`src/logic/cpp_pkg.sv`:
```
package cpp_pkg;

    // serial slave address and register map
    localparam logic [6:0] SLAVE_ADDR = 7'h48;
    localparam logic [7:0] REG_PPATH = 8'h01;
    localparam logic [7:0] REG_INT = 8'h02;
    localparam logic [7:0] REG_STATUS = 8'h03;
    localparam logic [7:0] REG_CTRL = 8'h04;
    localparam logic [7:0] UNMAPPED_DATA = 8'h00;

    // reset values
    localparam logic [5:0] PPATH_RESET = 6'h0d;
    localparam logic [2:0] MASK_RESET = 3'h0;
    localparam logic [3:0] FLAG_RESET = 4'h0;
    localparam logic [7:0] CTRL_RESET = 8'h31;

    // flag positions inside the low nibble of the interrupt register
    localparam int FLAG_TOUCH = 3;
    localparam int FLAG_BUTTON = 2;
    localparam int FLAG_APPLIED = 1;
    localparam int FLAG_REMOVED = 0;

    // mask positions inside the three-bit mask field (register bits 7..5)
    localparam int MASK_INPUT = 2;
    localparam int MASK_TOUCH = 1;
    localparam int MASK_BUTTON = 0;

    // bits in one serial byte
    localparam logic [3:0] BYTE_BITS = 4'h8;

    // current limits in mA and timer lengths in hours, indexed by field code
    localparam logic [11:0] ADAPTER_MA [4] = '{12'h064, 12'h1f4, 12'h514, 12'h9c4};
    localparam logic [11:0] USB_MA [4] = '{12'h064, 12'h1f4, 12'h320, 12'h514};
    localparam logic [3:0] TIMER_HOURS [4] = '{4'h4, 4'h5, 4'h6, 4'h8};

    // charger loop status as reported by the analog side
    typedef struct packed {
        logic thermal_reg;
        logic dynamic_power_path_loop;
        logic thermal_suspend;
        logic term_reached;
        logic fast_timeout;
        logic pre_timeout;
        logic no_thermistor;
    } cpp_status_s;

    // controls; bits 13..8 mirror power_path_control, 7..0 charger_control
    typedef struct packed {
        logic usb_suspend;
        logic adapter_suspend;
        logic [1:0] adapter_ilim;
        logic [1:0] usb_ilim;
        logic [1:0] timer_sel;
        logic timer_enable;
        logic thermistor_type;
        logic charger_reset;
        logic term_disable;
        logic timer_pause;
        logic charger_enable;
    } cpp_ctrl_s;

    typedef enum logic [2:0] {
        ST_IDLE = 3'b000,
        ST_ADDR = 3'b001,
        ST_ADDR_ACK = 3'b010,
        ST_RX = 3'b011,
        ST_RX_ACK = 3'b100,
        ST_TX = 3'b101,
        ST_TX_ACK = 3'b110
    } cpp_state_e;

endpackage

```
`src/logic/cpp_regs.sv`:
```
`timescale 1ns/100ps

// three-stage synchroniser; output follows once stages two and three agree
module cpp_sync #(
    parameter int W = 1,
    parameter logic [W-1:0] INIT = '0
) (
    input wire logic clk,
    input wire logic rstn,
    input wire logic [W-1:0] d,
    output logic [W-1:0] q
);
    logic [W-1:0] s1;
    logic [W-1:0] s2;
    logic [W-1:0] s3;

    // stage chain and agreement filter
    always_ff @(posedge clk) begin
        if (!rstn) begin
            s1 <= INIT;
            s2 <= INIT;
            s3 <= INIT;
            q <= INIT;
        end else begin
            s1 <= d;
            s2 <= s1;
            s3 <= s2;
            q <= (s2 & ~(s2 ^ s3)) | (q & (s2 ^ s3));
        end
    end
endmodule

module cpp_regs (
    // clock and reset
    input wire logic mclk,
    input wire logic rstn,
    // serial pins
    input wire logic scl,
    input wire logic sda_in,
    output logic sda_out,
    output logic sda_oe,
    // interrupt pin, open drain
    output logic int_out,
    output logic int_oe,
    // sense inputs
    input wire logic usb_present,
    input wire logic adapter_present,
    input wire cpp_pkg::cpp_status_s charger_state,
    input wire logic touch_detect,
    input wire logic pushbutton_input_n,
    input wire logic button_active_high,
    // controls to the charger
    output cpp_pkg::cpp_ctrl_s ctrl,
    output logic [11:0] adapter_limit_ma,
    output logic [11:0] usb_limit_ma,
    output logic [3:0] timer_hours,
    output logic timer_clear
);
    logic scl_q, sda_q, usb_q, ad_q, touch_q, pb_q, pol_q;
    cpp_pkg::cpp_status_s stat_q;
    logic scl_d, sda_d, usb_d, ad_d, touch_d, btn_d;
    logic scl_rise, scl_fall, start, stop, btn_act;
    logic applied, removed, usb_rm, ad_rm, touch_rise, btn_rise;
    cpp_pkg::cpp_state_e state;
    logic [3:0] cnt;
    logic [7:0] shreg;
    logic [7:0] tx;
    logic [7:0] ptr;
    logic [7:0] rd_byte;
    logic [7:0] wr_data;
    logic rw, have_ptr, nack, wr_en, rd_load, rd_clr, pending;
    logic [2:0] masks;
    logic [3:0] flags;
    logic [3:0] set_bits;
    logic [3:0] next_flags;

    // every pin input passes the three-stage filter
    // scl, sda and the active-low button pin idle high, so their stages start high to avoid a false edge
    cpp_sync #(.W(14), .INIT(14'h3100)) u_sync (
        .clk(mclk),
        .rstn(rstn),
        .d({scl, sda_in, usb_present, adapter_present, touch_detect, pushbutton_input_n,
            button_active_high, charger_state}),
        .q({scl_q, sda_q, usb_q, ad_q, touch_q, pb_q, pol_q, stat_q})
    );

    // previous filtered levels for edge detection
    always_ff @(posedge mclk) begin
        if (!rstn) begin
            scl_d <= 1'b1;
            sda_d <= 1'b1;
            usb_d <= 1'b0;
            ad_d <= 1'b0;
            touch_d <= 1'b0;
            btn_d <= 1'b0;
        end else begin
            scl_d <= scl_q;
            sda_d <= sda_q;
            usb_d <= usb_q;
            ad_d <= ad_q;
            touch_d <= touch_q;
            btn_d <= btn_act;
        end
    end

    // bus conditions and source events
    assign scl_rise = scl_q & ~scl_d;
    assign scl_fall = ~scl_q & scl_d;
    assign start = scl_q & scl_d & sda_d & ~sda_q;
    assign stop = scl_q & scl_d & ~sda_d & sda_q;
    assign btn_act = pol_q ? pb_q : ~pb_q;
    assign usb_rm = ~usb_q & usb_d;
    assign ad_rm = ~ad_q & ad_d;
    assign applied = (usb_q & ~usb_d) | (ad_q & ~ad_d);
    assign removed = usb_rm | ad_rm;
    assign touch_rise = touch_q & ~touch_d;
    assign btn_rise = btn_act & ~btn_d;

    // read data mux; unmapped addresses read zero
    always_comb begin
        case (ptr)
            cpp_pkg::REG_PPATH: rd_byte = {usb_q, ad_q, ctrl[13:8]};
            cpp_pkg::REG_INT: rd_byte = {masks, 1'b0, flags};
            cpp_pkg::REG_STATUS: rd_byte = {stat_q[6:3], 1'b0, stat_q[2:0]};
            cpp_pkg::REG_CTRL: rd_byte = ctrl[7:0];
            default: rd_byte = cpp_pkg::UNMAPPED_DATA;
        endcase
    end

    // a byte is loaded for transmit at the falling edge ending an acknowledge
    assign rd_load = ~start & ~stop & scl_fall & rw &
                     ((state == cpp_pkg::ST_ADDR_ACK) | ((state == cpp_pkg::ST_TX_ACK) & ~nack));
    assign rd_clr = rd_load & (ptr == cpp_pkg::REG_INT);

    // serial slave state machine
    always_ff @(posedge mclk) begin
        if (!rstn) begin
            state <= cpp_pkg::ST_IDLE;
            cnt <= 4'h0;
            shreg <= 8'h00;
            tx <= 8'h00;
            ptr <= 8'h00;
            rw <= 1'b0;
            have_ptr <= 1'b0;
            nack <= 1'b0;
            sda_oe <= 1'b0;
        end else if (start) begin
            state <= cpp_pkg::ST_ADDR;
            cnt <= 4'h0;
            sda_oe <= 1'b0;
        end else if (stop) begin
            state <= cpp_pkg::ST_IDLE;
            sda_oe <= 1'b0;
        end else begin
            case (state)
                cpp_pkg::ST_ADDR, cpp_pkg::ST_RX: begin
                    if (scl_rise) begin
                        shreg <= {shreg[6:0], sda_q};
                        cnt <= cnt + 4'h1;
                    end else if (scl_fall && cnt == cpp_pkg::BYTE_BITS) begin
                        if (state == cpp_pkg::ST_RX) begin
                            sda_oe <= 1'b1;
                            state <= cpp_pkg::ST_RX_ACK;
                            if (!have_ptr) begin
                                ptr <= shreg;
                                have_ptr <= 1'b1;
                            end
                        end else if (shreg[7:1] == cpp_pkg::SLAVE_ADDR) begin
                            sda_oe <= 1'b1;
                            rw <= shreg[0];
                            have_ptr <= have_ptr & shreg[0];
                            state <= cpp_pkg::ST_ADDR_ACK;
                        end else begin
                            state <= cpp_pkg::ST_IDLE;
                        end
                    end
                end
                cpp_pkg::ST_ADDR_ACK, cpp_pkg::ST_TX_ACK, cpp_pkg::ST_RX_ACK: begin
                    if (scl_rise) begin
                        nack <= sda_q;
                    end else if (scl_fall) begin
                        cnt <= 4'h0;
                        if (rd_load) begin
                            sda_oe <= ~rd_byte[7];
                            tx <= {rd_byte[6:0], 1'b0};
                            state <= cpp_pkg::ST_TX;
                        end else if (state == cpp_pkg::ST_TX_ACK) begin
                            sda_oe <= 1'b0;
                            state <= cpp_pkg::ST_IDLE;
                        end else begin
                            sda_oe <= 1'b0;
                            state <= cpp_pkg::ST_RX;
                        end
                    end
                end
                cpp_pkg::ST_TX: begin
                    if (scl_rise) begin
                        cnt <= cnt + 4'h1;
                    end else if (scl_fall) begin
                        if (cnt == cpp_pkg::BYTE_BITS) begin
                            sda_oe <= 1'b0;
                            state <= cpp_pkg::ST_TX_ACK;
                        end else begin
                            sda_oe <= ~tx[7];
                            tx <= {tx[6:0], 1'b0};
                        end
                    end
                end
                default: begin
                    sda_oe <= 1'b0;
                end
            endcase
        end
    end

    // one-cycle write strobe for each data byte after the pointer
    always_ff @(posedge mclk) begin
        if (!rstn) begin
            wr_en <= 1'b0;
            wr_data <= 8'h00;
        end else begin
            wr_en <= ~start & ~stop & scl_fall & (state == cpp_pkg::ST_RX) &
                     (cnt == cpp_pkg::BYTE_BITS) & have_ptr;
            wr_data <= shreg;
        end
    end

    // control registers; a removed source reloads its own current limit
    always_ff @(posedge mclk) begin
        if (!rstn) begin
            ctrl <= {cpp_pkg::PPATH_RESET, cpp_pkg::CTRL_RESET};
            masks <= cpp_pkg::MASK_RESET;
        end else begin
            if (wr_en && ptr == cpp_pkg::REG_PPATH) begin
                ctrl[13:8] <= wr_data[5:0];
            end
            if (wr_en && ptr == cpp_pkg::REG_CTRL) begin
                ctrl[7:0] <= wr_data;
            end
            if (wr_en && ptr == cpp_pkg::REG_INT) begin
                masks <= wr_data[7:5];
            end
            if (ad_rm) begin
                ctrl.adapter_ilim <= cpp_pkg::PPATH_RESET[3:2];
            end
            if (usb_rm) begin
                ctrl.usb_ilim <= cpp_pkg::PPATH_RESET[1:0];
            end
        end
    end

    // sticky flags; a new event wins over the read clear
    assign set_bits = {touch_rise, btn_rise, applied, removed};
    assign next_flags = (flags & ~{4{rd_clr}}) | set_bits;

    always_ff @(posedge mclk) begin
        if (!rstn) begin
            flags <= cpp_pkg::FLAG_RESET;
        end else begin
            flags <= next_flags;
        end
    end

    // open-drain interrupt, enabled while an unmasked flag is pending
    assign pending = (masks[cpp_pkg::MASK_INPUT] & (flags[cpp_pkg::FLAG_APPLIED] | flags[cpp_pkg::FLAG_REMOVED])) |
                     (masks[cpp_pkg::MASK_TOUCH] & flags[cpp_pkg::FLAG_TOUCH]) |
                     (masks[cpp_pkg::MASK_BUTTON] & flags[cpp_pkg::FLAG_BUTTON]);

    always_ff @(posedge mclk) begin
        if (!rstn) begin
            int_oe <= 1'b0;
            int_out <= 1'b0;
            sda_out <= 1'b0;
        end else begin
            int_oe <= pending;
            int_out <= 1'b0;
            sda_out <= 1'b0;
        end
    end

    // decoded limits, timer length and timer clear
    always_ff @(posedge mclk) begin
        if (!rstn) begin
            adapter_limit_ma <= 12'h000;
            usb_limit_ma <= 12'h000;
            timer_hours <= 4'h0;
            timer_clear <= 1'b0;
        end else begin
            adapter_limit_ma <= cpp_pkg::ADAPTER_MA[ctrl.adapter_ilim];
            usb_limit_ma <= cpp_pkg::USB_MA[ctrl.usb_ilim];
            timer_hours <= cpp_pkg::TIMER_HOURS[ctrl.timer_sel];
            timer_clear <= ~usb_q & ~ad_q;
        end
    end
endmodule

```
`config.mk`:
```
export PLATFORM = sky130hd
export DESIGN_NAME = cpp_regs
export DESIGN_NICKNAME = d
export VERILOG_FILES = /design/src/logic/cpp_pkg.sv /design/src/logic/cpp_regs.sv
export SDC_FILE = /design/constraint.sdc
export NUM_CORES = 1
export LEC_CHECK = 0
export ABC_AREA = 1
export BUFFER_PORTS_ARGS = -buffer_cell sky130_fd_sc_hd__buf_2
export CAP_MARGIN = 30
export CORE_MARGIN = 3
export CORE_UTILIZATION = 35
export DETAILED_ROUTE_END_ITERATION = 8
export SKIP_CTS_REPAIR_TIMING = 1
export SYNTH_ARGS = -nofsm -noshare
export SYNTH_HDL_FRONTEND = slang
export SYNTH_HIERARCHICAL = 1
export SYNTH_SLANG_ARGS = --single-unit
export TNS_END_PERCENT = 1
```
`constraint.sdc`:
```
create_clock -name mclk -period 2.2 [get_ports mclk]
set_clock_uncertainty 0.2 [all_clocks]
set_input_delay 0.66 -clock mclk [delete_from_list [all_inputs] [get_ports mclk]]
set_output_delay 0.66 -clock mclk [all_outputs]
set_load 0.01 [all_outputs]
```
==> run_results.csv <==
group,metric,value,unit
outcome,run_status,"finished clean",
yosys,synth-xor-area-share,0.003112,
route,vias,4312,
final_layout,layout_commonest_cell,"dfxtp_1",
placed_design,dp.final_hpwl,8342,um
route,drtPass1Iterations,5,
cts,clkLatencyLatePin,0.42,ns
sta,rsz0062_at_grt,"false",
sta,max_slew_violation_total_from_the_final_report,0,
placed_design,place_worst_setup_slack,0.2358,ns
min_path,worstHoldPathCells,2,
min_path,min_delay_startpoint,"u_sync/s1[12]$_SDFF_PN1_",
worst_setup_path,critical_path.reg2reg.startpoint,"state[2]$_SDFFE_PP0P_",
worst_setup_path,critical_path.top_delay_family,"flip-flops",
yosys,syn_avg_cell_area,8.051,sq um
yosys,post_synth_mux_area_share,0,
yosys,synth-seq-area-share,0.5265,
sta,post-route-min-period,1.914,ns
worst_setup_path,cpMaxStageDelayCell,"dfxtp_1",
sta,setup_tns,0,ns
cts,cts_tree,"yes",
cts,cts_max_level,4,
cts,cts-root-to-sink-buffers,2,
yosys,netlist.area_leader.share,0.5265,
global_route,grt_overflow_total,0,
route,antenna_violating_nets_post_route,0,
worst_setup_path,criticalPathCategory,"reg2out",
cts,clock_sink_count,148,
cts,clock_transition_at_the_register_clock_pins_on_the_worst_setup_and_hold_paths_after_cts,0.06,ns
final_layout,drive_above_1_share,0.1697,
route,finalWirelength,11580,um
yosys,synth_top_family_by_area,"simple AND/OR/NAND/NOR gates",
yosys,yosys.area_share.simple,0.2245,
worst_setup_path,path_cells,"buf_2",
worst_setup_path,worst_setup_path_start_kind,"flop",
min_path,worstHoldPathType,"reg2reg",
final_layout,antenna-diode-count,0,
final_layout,final_nets,781,
worst_setup_path,r2r_cells,7,
yosys,dominantRegCellSynth,"dfxtp_1",
power,worst_voltage_drop_across_the_vdd_grid,0.5422,mV
cts,cts_buffers,17,
floorplanning,initial_utilization,0.3635,
yosys,synth_top_area_cell,"dfxtp_1",
yosys,count_of_flip_flops_with_a_built_in_enable_after_synthesis,0,
worst_setup_path,signal_arrival_time_at_the_worst_endpoint,1.05,ns
floorplanning,die_width,132.8,um
final_layout,fillCellCount,1543,
power,cellLeakagePower,3.228,nW
yosys,synth.cell_area,5628,sq um
yosys,asr_flop_ratio_synth,0,
yosys,cells_taking_the_most_area_after_synthesis,"dfxtp_1, nand2_1, inv_1",
global_route,grt_max_degree,94,
floorplanning,die_area,17640,sq um
global_route,overall_global_routing_usage,0.1400,
route,routedWlPerCell,11.78,um
global_route,grt_antenna_before_repair,0,
final_layout,areaGrowthSynthToFinish,18.32,%
yosys,number_of_distinct_library_cells_after_synthesis,39,
yosys,syn-instance-count,699,
floorplanning,floorplan.rows,45,
sta,setup_slack,0.2861,ns
sta,fin_hold_ws,0.2043,ns
route,drtIter0Drc,299,
sta,finalHoldViolCount,0,
min_path,timing.hold.worst_endpoint,"u_sync/s2[12]$_SDFF_PN1_",
yosys,synth_compound_area_frac,0.1205,
global_route,grt_pass1_vias,3989,
worst_setup_path,cpPeakStageDelay,0.45,ns
worst_setup_path,critical_path.endpoint_type,"output pin",
final_layout,layout.area.seq,2963,sq um
worst_setup_path,timing.critical_path.fanout_max,6,
floorplanning,die_height,132.8,um
worst_setup_path,cp_num_buf_inv,1,
final_layout,multi_input_area,2079,sq um
route,drc,0,
placed_design,gp_routability_congestion,0.8381,
final_layout,most-common-layout-cells,"dfxtp_1, nand2_1, inv_1",
sta,report.final.setup_viol,0,
placed_design,port_buffers,52,
yosys,synth_seq_cells,148,
yosys,adder_and_majority_cell_fraction_of_the_synthesized_area,0.01334,
global_route,grt_first_pass_wirelength,19750,um
floorplanning,placeableCoreArea,15480,sq um
floorplanning,io-pin-count,63,
worst_setup_path,crit-reg2reg-capture,"tx[7]$_SDFFE_PN0P_",
worst_setup_path,reg2reg_slack,0.33,ns
cts,clock_tree.root_cell,"clkbuf_16",
sta,max_freq,522.5,MHz
route,vias_per_cell,4.387,
sta,post-route-period-util,0.8700,
flow_run,max_cap_viol_count,0,
yosys,yosys_warnings,6,
worst_setup_path,required_time_at_the_worst_slack_endpoint,1.34,ns
power,cell_pwr_density,918.1,nW/um^2
==> synthesized netlist by cell type, types with 2 or more instances <==
cell	count
buf_2	6
buf_6	7
inv_2	8
nor2_4	9
o21ai_1	4
nand3_2	2
a21oi_1	57
nor2_1	69
nand2_1	129
nor2_2	3
buf_4	11
nand3_1	37
ha_1	6
inv_1	102
a21boi_0	2
nor3_1	9
o22ai_1	3
a31oi_1	2
nand2_2	8
o21ai_0	49
nand4_2	2
clkbuf_1	4
nand2_4	2
o211ai_1	4
nand4_1	3
dfxtp_1	148
==> registers in the layout, indices dropped and copies added (netlist names), 3 cells and up, named ones only <==
register and flops:
usb_limit_ma 8, u_sync/s2 14, ctrl 14, adapter_limit_ma 8
u_sync/s1 14, masks 3, shreg 8, ptr 8
tx 7, timer_hours 4, u_sync/s3 14, flags 4
cnt 4, state 3, wr_data 8
==> stage by stage <==
stage | instances | cell area, sq um | power, mW | utilization
after global routing | 983 | 6659 | 6.366 | 0.4301
after CTS | 983 | 6651 | 6.186 | 0.4296
after floorplan | 708 | 5662 | 3.198 | -
final | 983 | 6659 | 6.114 | 0.4301
after global placement | 951 | 6056 | 3.277 | 0.3911
after detailed placement | 951 | 6056 | 3.279 | 0.3911
==> kinds of logic (layout without fill, tap and decap cells) <==
group | Yosys count | count (layout)
and+or+nand+nor | 276 | 276
xor gates and xnor gates | 2 | 2
adders and majority gates | 6 | 6
DFF | 148 | 148
AOI/OAI and AO/OA | 126 | 126
other | 1 | 10
buffers and inverters | 140 | 204
==> report_power, final <==
group / internal [mW] / leakage, nW / switching [mW]
clock: 1.70 / 0.288 / 1.19
combinational: 0.151 / 1.74 / 0.287
sequential: 2.75 / 1.21 / 0.0363
==> layer usage <==
layer	part of all wire	global-route usage	vias to the layer above
met5	0	0	-
li1	-	-	2307
met3	0.058	0.03840	16
met2	0.41	0.1967	108
met1	0.52	0.1982	1881
met4	0.016	0.06582	0
==> layout make-up <==
type                    count  share of cell area
clock buffers              17             0.06389
clock inverters            15             0.02555
well taps                 211             0.03965
repair buffers             61             0.05111
flip-flops and latches    148              0.4449
multi-input cells         420              0.3123
inverters                 111             0.06257
==> worst max path at each step <==
stage	to	slack (ns)	depth (start not counted)	start
5_1_grt	ptr[3]$_SDFFE_PN0P_	0.11	7	cnt[0]$_SDFFE_PP0P_
6_report	ctrl[8]	0.29	1	ctrl[8]$_SDFFE_PP1P_
3_5_place_dp	tx[2]$_SDFFE_PN0P_	0.24	8	state[1]$_SDFFE_PP0P_
3_3_place_gp	tx[2]$_SDFFE_PN0P_	0.24	7	state[2]$_SDFFE_PP0P_
2_1_floorplan	ptr[5]$_SDFFE_PN0P_	0.57	8	cnt[0]$_SDFFE_PP0P_
4_1_cts	tx[7]$_SDFFE_PN0P_	0.22	8	state[1]$_SDFFE_PP0P_
Note: power is estimated with default switching activity, not from simulation.
